[src/hdl/bus_mode_pkg.sv]
package bus_mode_pkg;
  // ==========================================================
  // Register map
  localparam logic [6:0] BUS_MODES_ADDR = 7'h04;
  localparam logic [6:0] BUS_AUX_ADDR = 7'h05;

  // ==========================================================
  // Field positions
  localparam int LIN_FLASH_BIT = 7;
  localparam int LOW_SLOPE_BIT = 6;
  localparam int TX_TIMEOUT_BIT = 5;
  localparam int LIN_MODE_LSB = 3;
  localparam int CAN_SWK_BIT = 2;
  localparam int CAN_MODE_LSB = 0;
  localparam int PEAK_BIT = 5;
  localparam int SECOND_LIN_MODE_MODE_LSB = 0;

  // ==========================================================
  // Reset and forced values
  localparam logic [7:0] BUS_MODES_RST = 8'h20;
  localparam logic [7:0] BUS_AUX_RST = 8'h00;
  localparam logic [4:0] FS_MODES_LOW = 5'h09;
  localparam logic [7:0] FS_AUX = 8'h01;
  localparam logic [7:0] BUS_AUX_WMASK = 8'h23;

  // ==========================================================
  // Mode codes
  typedef enum logic [1:0] {
    XCVR_OFF = 2'b00,
    XCVR_WAKE = 2'b01,
    XCVR_RX_ONLY = 2'b10,
    XCVR_NORMAL = 2'b11
  } xcvr_mode_t;

  typedef enum logic [1:0] {
    SBC_INIT = 2'b00,
    SBC_NORMAL = 2'b01,
    SBC_STOP = 2'b10,
    SBC_SLEEP = 2'b11
  } sbc_mode_t;
endpackage

[src/hdl/reg_update_if.sv]
// Carries the staged write and the low-power CAN remap into the core
interface reg_update_if;
  logic commit;
  logic [6:0] addr;
  logic [7:0] data;
  logic lp_valid;
  logic [1:0] lp_can;

  modport stager (output commit, output addr, output data);
  modport mapper (output lp_valid, output lp_can);
  modport core (input commit, input addr, input data, input lp_valid, input lp_can);
endinterface

[src/hdl/write_stager.sv]
// Holds a write until chip select returns high, then commits it
module write_stager (
  input wire logic mclk_i,
  input wire logic resetn_i,
  input wire logic chip_select_n_i,
  input wire logic wr_i,
  input wire logic [6:0] addr_i,
  input wire logic [7:0] data_i,
  reg_update_if.stager upd
);
  logic cs_n_q, cs_n_d;
  logic pend_q, pend_d;
  logic [6:0] addr_q, addr_d;
  logic [7:0] data_q, data_d;

  // Capture inside the frame, release on the rising select edge
  always_comb begin
    cs_n_d = chip_select_n_i;
    pend_d = pend_q;
    addr_d = addr_q;
    data_d = data_q;
    if (wr_i && !chip_select_n_i) begin
      pend_d = 1'b1;
      addr_d = addr_i;
      data_d = data_i;
    end else if (chip_select_n_i && !cs_n_q) begin
      pend_d = 1'b0;
    end
  end

  always_ff @(posedge mclk_i or negedge resetn_i) begin
    if (!resetn_i) begin
      cs_n_q <= 1'b1;
      pend_q <= 1'b0;
      addr_q <= 7'h00;
      data_q <= 8'h00;
    end else begin
      cs_n_q <= cs_n_d;
      pend_q <= pend_d;
      addr_q <= addr_d;
      data_q <= data_d;
    end
  end

  // Aborted frames never commit: only a completed frame counts
  assign upd.commit = pend_q && chip_select_n_i && !cs_n_q;
  assign upd.addr = addr_q;
  assign upd.data = data_q;
endmodule // write_stager

[src/hdl/can_lowpower_map.sv]
// Works out the CAN mode bits on low-power entry
module can_lowpower_map (
  input wire logic sleep_entry_i,
  input wire logic stop_entry_i,
  input wire logic system_error_flag_i,
  input wire logic [1:0] can_mode_i,
  reg_update_if.mapper upd
);
  logic [1:0] can_next;

  // Only Sleep entry remaps; Stop keeps receive only as chosen
  always_comb begin
    can_next = can_mode_i;
    if (sleep_entry_i) begin
      if (can_mode_i == bus_mode_pkg::XCVR_NORMAL && !system_error_flag_i) begin
        can_next = bus_mode_pkg::XCVR_WAKE;
      end else if (can_mode_i == bus_mode_pkg::XCVR_RX_ONLY) begin
        can_next = bus_mode_pkg::XCVR_WAKE;
      end
    end
  end

  assign upd.lp_valid = sleep_entry_i || stop_entry_i;
  assign upd.lp_can = can_next;
endmodule // can_lowpower_map

[src/hdl/bus_mode_regs.sv]
// How it works
// - Bit 7 of modes register set disables LIN slope control for fast traffic.
// - Bit 6 of modes register selects LIN low-slope mode.
// - Bit 5 of modes register enables the LIN transmit timeout.
// - LIN mode field bits 4:3, writable by software and device.
// - CAN field bits 2:0; top bit adds selective wake, 100 is off.
// - Device logic alters the selective-wake bit only on Fail-Safe entry and soft reset, both clearing it.
// - Fast and low-slope bits take effect when chip select rises.
// - Sleep entry without system error turns CAN normal into wake capable.
// - Sleep entry turns CAN receive only into wake; Stop keeps it.
// - CAN off or wake capable is untouched on low-power entry.
// - Fail-Safe entry reloads modes low bits to 01001 and aux to 01.
// - Aux bit 5 selects low or high supply peak threshold.
// - Peak bit writable in Init or Normal only; other writes silently dropped.
// - Second LIN mode field at aux bits 1:0, software and device.
// - Aux reserved bits 7:6 and 4:2 always read zero.
// - Modes register resets to 0x20; restart keeps top three bits.
// - Aux register resets to zero; restart keeps peak bit.
// - Interrupt follows wakes only, or all status when global set.
module bus_mode_regs (
  input wire logic mclk_i,
  input wire logic resetn_i,
  input wire logic chip_select_n_i,
  input wire logic reg_wr_i,
  input wire logic [6:0] reg_addr_i,
  input wire logic [7:0] reg_wdata_i,
  input wire bus_mode_pkg::sbc_mode_t sbc_mode_i,
  input wire logic soft_reset_i,
  input wire logic restart_i,
  input wire logic [1:0] restart_lin_mode_i,
  input wire logic [1:0] restart_can_mode_i,
  input wire logic [1:0] restart_second_lin_mode_i,
  input wire logic failsafe_entry_i,
  input wire logic sleep_entry_i,
  input wire logic stop_entry_i,
  input wire logic system_error_flag_i,
  input wire logic global_int_enable_i,
  input wire logic wake_event_i,
  input wire logic status_event_i,
  output logic [7:0] reg_rdata_o,
  output logic lin_flash_o,
  output logic lin_low_slope_sel_o,
  output logic lin_tx_timeout_enable_o,
  output logic [1:0] lin_mode_o,
  output logic [2:0] can_mode_o,
  output logic supply_peak_threshold_sel_o,
  output logic [1:0] second_lin_mode_o,
  output logic int_o
);
  // ==========================================================
  // Write staging and low-power remap
  reg_update_if upd ();

  // A write lands only when the frame closes, so a cut frame never half-applies
  write_stager u_stager (
    .mclk_i(mclk_i),
    .resetn_i(resetn_i),
    .chip_select_n_i(chip_select_n_i),
    .wr_i(reg_wr_i),
    .addr_i(reg_addr_i),
    .data_i(reg_wdata_i),
    .upd(upd.stager)
  );

  // Register state, next values and the registered outputs
  logic [7:0] modes_q, modes_d;
  logic [7:0] aux_q, aux_d;
  logic [7:0] rdata_q, rdata_d;
  logic int_q, int_d;
  logic peak_writable;

  // Sleep and Stop entry remap of the CAN low bits
  can_lowpower_map u_map (
    .sleep_entry_i(sleep_entry_i),
    .stop_entry_i(stop_entry_i),
    .system_error_flag_i(system_error_flag_i),
    .can_mode_i(modes_q[1:0]),
    .upd(upd.mapper)
  );

  // ==========================================================
  // Register update
  // Peak bit accepts writes only in Init and Normal
  assign peak_writable = (sbc_mode_i == bus_mode_pkg::SBC_INIT) ||
                         (sbc_mode_i == bus_mode_pkg::SBC_NORMAL);

  // Device events take priority over a software write in the same cycle
  always_comb begin
    modes_d = modes_q;
    aux_d = aux_q;
    if (upd.commit) begin
      if (upd.addr == bus_mode_pkg::BUS_MODES_ADDR) begin
        modes_d = upd.data;
      end else if (upd.addr == bus_mode_pkg::BUS_AUX_ADDR) begin
        aux_d = upd.data & bus_mode_pkg::BUS_AUX_WMASK;
        if (!peak_writable) begin
          aux_d[bus_mode_pkg::PEAK_BIT] = aux_q[bus_mode_pkg::PEAK_BIT];
        end
      end
    end
    if (upd.lp_valid) begin
      modes_d[1:0] = upd.lp_can;
    end
    if (restart_i) begin
      modes_d = {modes_q[7:5], restart_lin_mode_i, modes_q[bus_mode_pkg::CAN_SWK_BIT],
                 restart_can_mode_i};
      aux_d = {2'b00, aux_q[bus_mode_pkg::PEAK_BIT], 3'b000, restart_second_lin_mode_i};
    end
    if (failsafe_entry_i) begin
      modes_d = {modes_q[7:5], bus_mode_pkg::FS_MODES_LOW};
      aux_d = bus_mode_pkg::FS_AUX;
    end
    if (soft_reset_i) begin
      modes_d = bus_mode_pkg::BUS_MODES_RST;
      aux_d = bus_mode_pkg::BUS_AUX_RST;
    end
  end

  // ==========================================================
  // Read data and interrupt
  // Read data is registered, so it trails the address by one cycle
  always_comb begin
    if (reg_addr_i == bus_mode_pkg::BUS_MODES_ADDR) begin
      rdata_d = modes_q;
    end else if (reg_addr_i == bus_mode_pkg::BUS_AUX_ADDR) begin
      rdata_d = aux_q;
    end else begin
      rdata_d = 8'h00;
    end
    int_d = wake_event_i || (global_int_enable_i && status_event_i);
  end

  always_ff @(posedge mclk_i or negedge resetn_i) begin
    if (!resetn_i) begin
      modes_q <= bus_mode_pkg::BUS_MODES_RST;
      aux_q <= bus_mode_pkg::BUS_AUX_RST;
      rdata_q <= 8'h00;
      int_q <= 1'b0;
    end else begin
      modes_q <= modes_d;
      aux_q <= aux_d;
      rdata_q <= rdata_d;
      int_q <= int_d;
    end
  end

  // ==========================================================
  // Outputs, all straight from flops
  // field outputs
  assign reg_rdata_o = rdata_q;
  assign lin_flash_o = modes_q[bus_mode_pkg::LIN_FLASH_BIT];
  assign lin_low_slope_sel_o = modes_q[bus_mode_pkg::LOW_SLOPE_BIT];
  assign lin_tx_timeout_enable_o = modes_q[bus_mode_pkg::TX_TIMEOUT_BIT];
  assign lin_mode_o = modes_q[bus_mode_pkg::LIN_MODE_LSB +: 2];
  assign can_mode_o = modes_q[bus_mode_pkg::CAN_MODE_LSB +: 3];
  assign supply_peak_threshold_sel_o = aux_q[bus_mode_pkg::PEAK_BIT];
  assign second_lin_mode_o = aux_q[bus_mode_pkg::SECOND_LIN_MODE_MODE_LSB +: 2];
  assign int_o = int_q;

  // ==========================================================
  // Assertions
  // Cycles free of reset-like events, where the plain rules apply
  logic quiet;
  assign quiet = !soft_reset_i && !restart_i && !failsafe_entry_i;
endmodule // bus_mode_regs

[config.mk]
export PLATFORM = sky130hd
export DESIGN_NAME = bus_mode_regs
export DESIGN_NICKNAME = d
export VERILOG_FILES = /design/src/hdl/bus_mode_pkg.sv /design/src/hdl/reg_update_if.sv /design/src/hdl/write_stager.sv /design/src/hdl/can_lowpower_map.sv /design/src/hdl/bus_mode_regs.sv
export SDC_FILE = /design/constraint.sdc
export NUM_CORES = 1
export LEC_CHECK = 0
export ABC_CLOCK_PERIOD_IN_PS = 2400
export BUFFER_PORTS_ARGS = -buffer_cell sky130_fd_sc_hd__buf_4
export CAP_MARGIN = 20
export CORE_MARGIN = 3
export CORE_UTILIZATION = 49
export CTS_CLUSTER_SIZE = 12
export DETAILED_ROUTE_END_ITERATION = 10
export MAX_ROUTING_LAYER = met4
export PLACE_DENSITY = 0.78
export REMOVE_ABC_BUFFERS = 1
export SKIP_LAST_GASP = 1
export SYNTH_ARGS = -nofsm -noshare
export SYNTH_HDL_FRONTEND = slang
export SYNTH_SLANG_ARGS = --single-unit
[constraint.sdc]
create_clock -name mclk_i -period 2.4 [get_ports mclk_i]
set_input_delay 0.24 -clock mclk_i [delete_from_list [all_inputs] [get_ports mclk_i]]
set_output_delay 0.24 -clock mclk_i [all_outputs]
set_load 0.1 [all_outputs]
==> out/metrics.cfg <==
[global_route]
track_usage=0.192
antenna_found_initial=0
grt_pass1_wl_mm=5.83
grt_max_degree=38
grt_overflow_total=0
grt_pass1_vias=1264

[critical_path]
r2r_start=u_stager.upd.addr[5]
reg2reg_setup_slack_ns=0.40
critPathMaxStageDelay_ns=0.60
critPathSlowestCell=or4b_4
startpoint_type=flop
crit_buf_inv=0
required_ns=2.66
worstPathCellList=or4b_4 -> or4_4 -> nor4_1 -> o21bai_1
arrival_ns=2.26
crit_fanout=6
reg2reg_depth=4
path_class=flop to flop
cp_top_family=simple AND/OR/NAND/NOR gates
cp-end-kind=flop
rr_endpoint=modes_q[5]

[worst_hold_path]
min_delay_path_depth=2
min_path_type=input port to flop
min_from=wake_event_i
holdPathEnd=int_o

[floorplan]
core_area_mm2=0.00310
dieWidth_um=63.5
initial_core_util=0.523
die_area_mm2=0.00404
die_y_um=63.5
io_pins=56
placementRows=20

[timing]
clock.fmax_mhz=501
drv_slew=0
tns_ns=0
setup_slack_ns=0.405
worst_slew_margin_rel=0.706
worst_pin_slew_ns=0.442
setup_viol=0
hold_viol=0
min_period_over_period=0.831
skew_ns=0.00646
rsz0062_at_grt=false
fin_crit_ns=2.00

[synth]
ys_types=32
synth.area.mux_share=0.156
yosysSeqAreaShare=0.573
synth_xor_area_frac=0
synth_compound_area_frac=0.0980
ys_ff_latch=37
synth_area_per_cell_um2=12.2
syn_inst=133
synth_top_family_by_area=multiplexers
synthSimpleGateAreaFrac=0.153
synth_fa_ha_area_frac=0
syn_area_mm2=0.00162
yosysWarnings=0

[finish]
area_growth_pct=35.0
final.fill_count=261
fin_nets=227
antenna_cells=0
final_core_utilization=0.706
final_cells=236
layout_common_cells=55 x buf_4, 35 x dfrtp_1, 18 x mux2_2
final_common_cell=buf_4
drive_above_1_share=0.464

[flow_run]
maxCapViolations=0

[placement]
dp.cells=226
dp_slack_ns=0.452
port_buffers=54
gp_congestion=0.904
dp_hpwl_mm=2.71

[route]
ant_nets=0
routed-via-count=1291
wl_per_cell_um=15.3
top_layer=met4
drt_iter0_drc=64
met2_length_mm=1.77
drt-vias-per-instance=5.47
post-route-drc-count=0
drtPass1Iterations=4
drt-met1-wl_mm=1.49
met3_length_um=245
wl_mm=3.61

[cts]
clock_latency_ns=0.34
post_cts_buffers=0
cts.htree.levels=2
cts_root_buf=clkbuf_4
cts-buffers-inserted=5
path_clk_slew_ns=0.10
cts.sinks=37
cts_tree=yes
cts_hold_buf=1
post_cts_resized=0
cts_buffer_depth=2

[power_and_ir_drop]
vdd_drop_max_uv=433
p_leak_nw=1.01
p_per_area_mw_per_mm2=671

[run_status]
status=complete, no violations

-- report_power, final --
| part | internal, mW | switching (mW) |
|---|---|---|
| Sequential | 0.671 | 0.0432 |
| Combinational | 0.103 | 0.128 |
| Clock | 0.322 | 0.202 |
-- worst register-to-register path: stages (launching register included) --
cell and delay (ns):
dfrtp_1 0.40, or4b_4 0.60, or4_4 0.54, nor4_1 0.27, o21bai_1 0.12
-- cells in the mapped netlist --
master,count,area [µm²]
nand4_1,3,18.8
or4b_4,1,13.8
nand3_1,2,10.0
nor4_4,1,21.3
mux2_2,18,203
nor2b_1,1,6.26
nand2_1,7,26.3
nor2_1,10,37.5
o21ai_0,4,20.0
nand4bb_1,1,11.3
clkbuf_1,5,18.8
a21o_1,1,7.51
mux2i_1,5,50.1
o21bai_1,1,7.51
nor3_1,1,5.00
a31oi_1,1,6.26
or4_4,1,11.3
nor4b_1,2,17.5
or4_1,2,15.0
inv_1,3,11.3
o31ai_1,3,22.5
nor4_1,1,6.26
and2_1,5,31.3
or2_2,1,6.26
buf_1,1,3.75
dfstp_2,2,52.6
nor3_2,1,10.0
o41ai_1,2,17.5
a311oi_1,2,17.5
a2111oi_2,1,15.0
dfrtp_1,35,876
a21oi_1,9,45.0
-- worst max-delay path by stage --
stage          slack (ns)                 start    endpoint  cells after the start
6_report             0.40  u_stager.upd.addr[5]  modes_q[5]                      4
5_1_grt              0.35  u_stager.upd.addr[5]  modes_q[5]                      4
4_1_cts              0.39  u_stager.upd.addr[5]  modes_q[5]                      4
3_5_place_dp         0.45  u_stager.upd.addr[5]  modes_q[6]                      4
3_3_place_gp         0.49  u_stager.upd.addr[5]  modes_q[6]                      4
2_1_floorplan        0.52            modes_q[0]  modes_q[0]                      3
-- per-stage QoR --
stage          area (µm²)  hold WS, ns  power [mW]
6_report             2190       0.0767        1.47
3_5_place_dp         2070        0.224       0.955
3_3_place_gp         2070        0.214       0.945
5_1_grt              2190       0.0610        1.53
4_1_cts              2180      0.00643        1.48
2_1_floorplan        1600      -0.0556       0.849
-- state kept, by name (all words and copies together), names as in the netlist --
signal and flops:
aux_q 3, int_o 1, modes_q 8, reg_rdata_o 8
u_stager.cs_n_q 1, u_stager.pend_q 1, u_stager.upd.addr 7, u_stager.upd.data 8
-- logic make-up after synthesis --
logic type | after synthesis
buffers and inverters | 9
multiplexers | 23
flip-flops | 37
AND/OR/NAND/NOR | 40
AO/OA/AOI/OAI | 24
-- routing by layer --
layer	vias up	global-route usage
li1	609	-
met1	616	0.238
met2	52	0.289
met3	14	0.0392
met4	0	0.113
met5	-	-
-- cell type report --
cell class              instances  area, µm²  area share
multi-input cells              87        659       0.301
clock inverters                 3       65.1      0.0297
clock buffers                   5       37.5      0.0171
flip-flops and latches         37        928       0.424
well taps                      44       55.1      0.0251
inverters                       3       11.3     0.00514
repair buffers                 57        433       0.198
(Power assumes the default switching activity.)
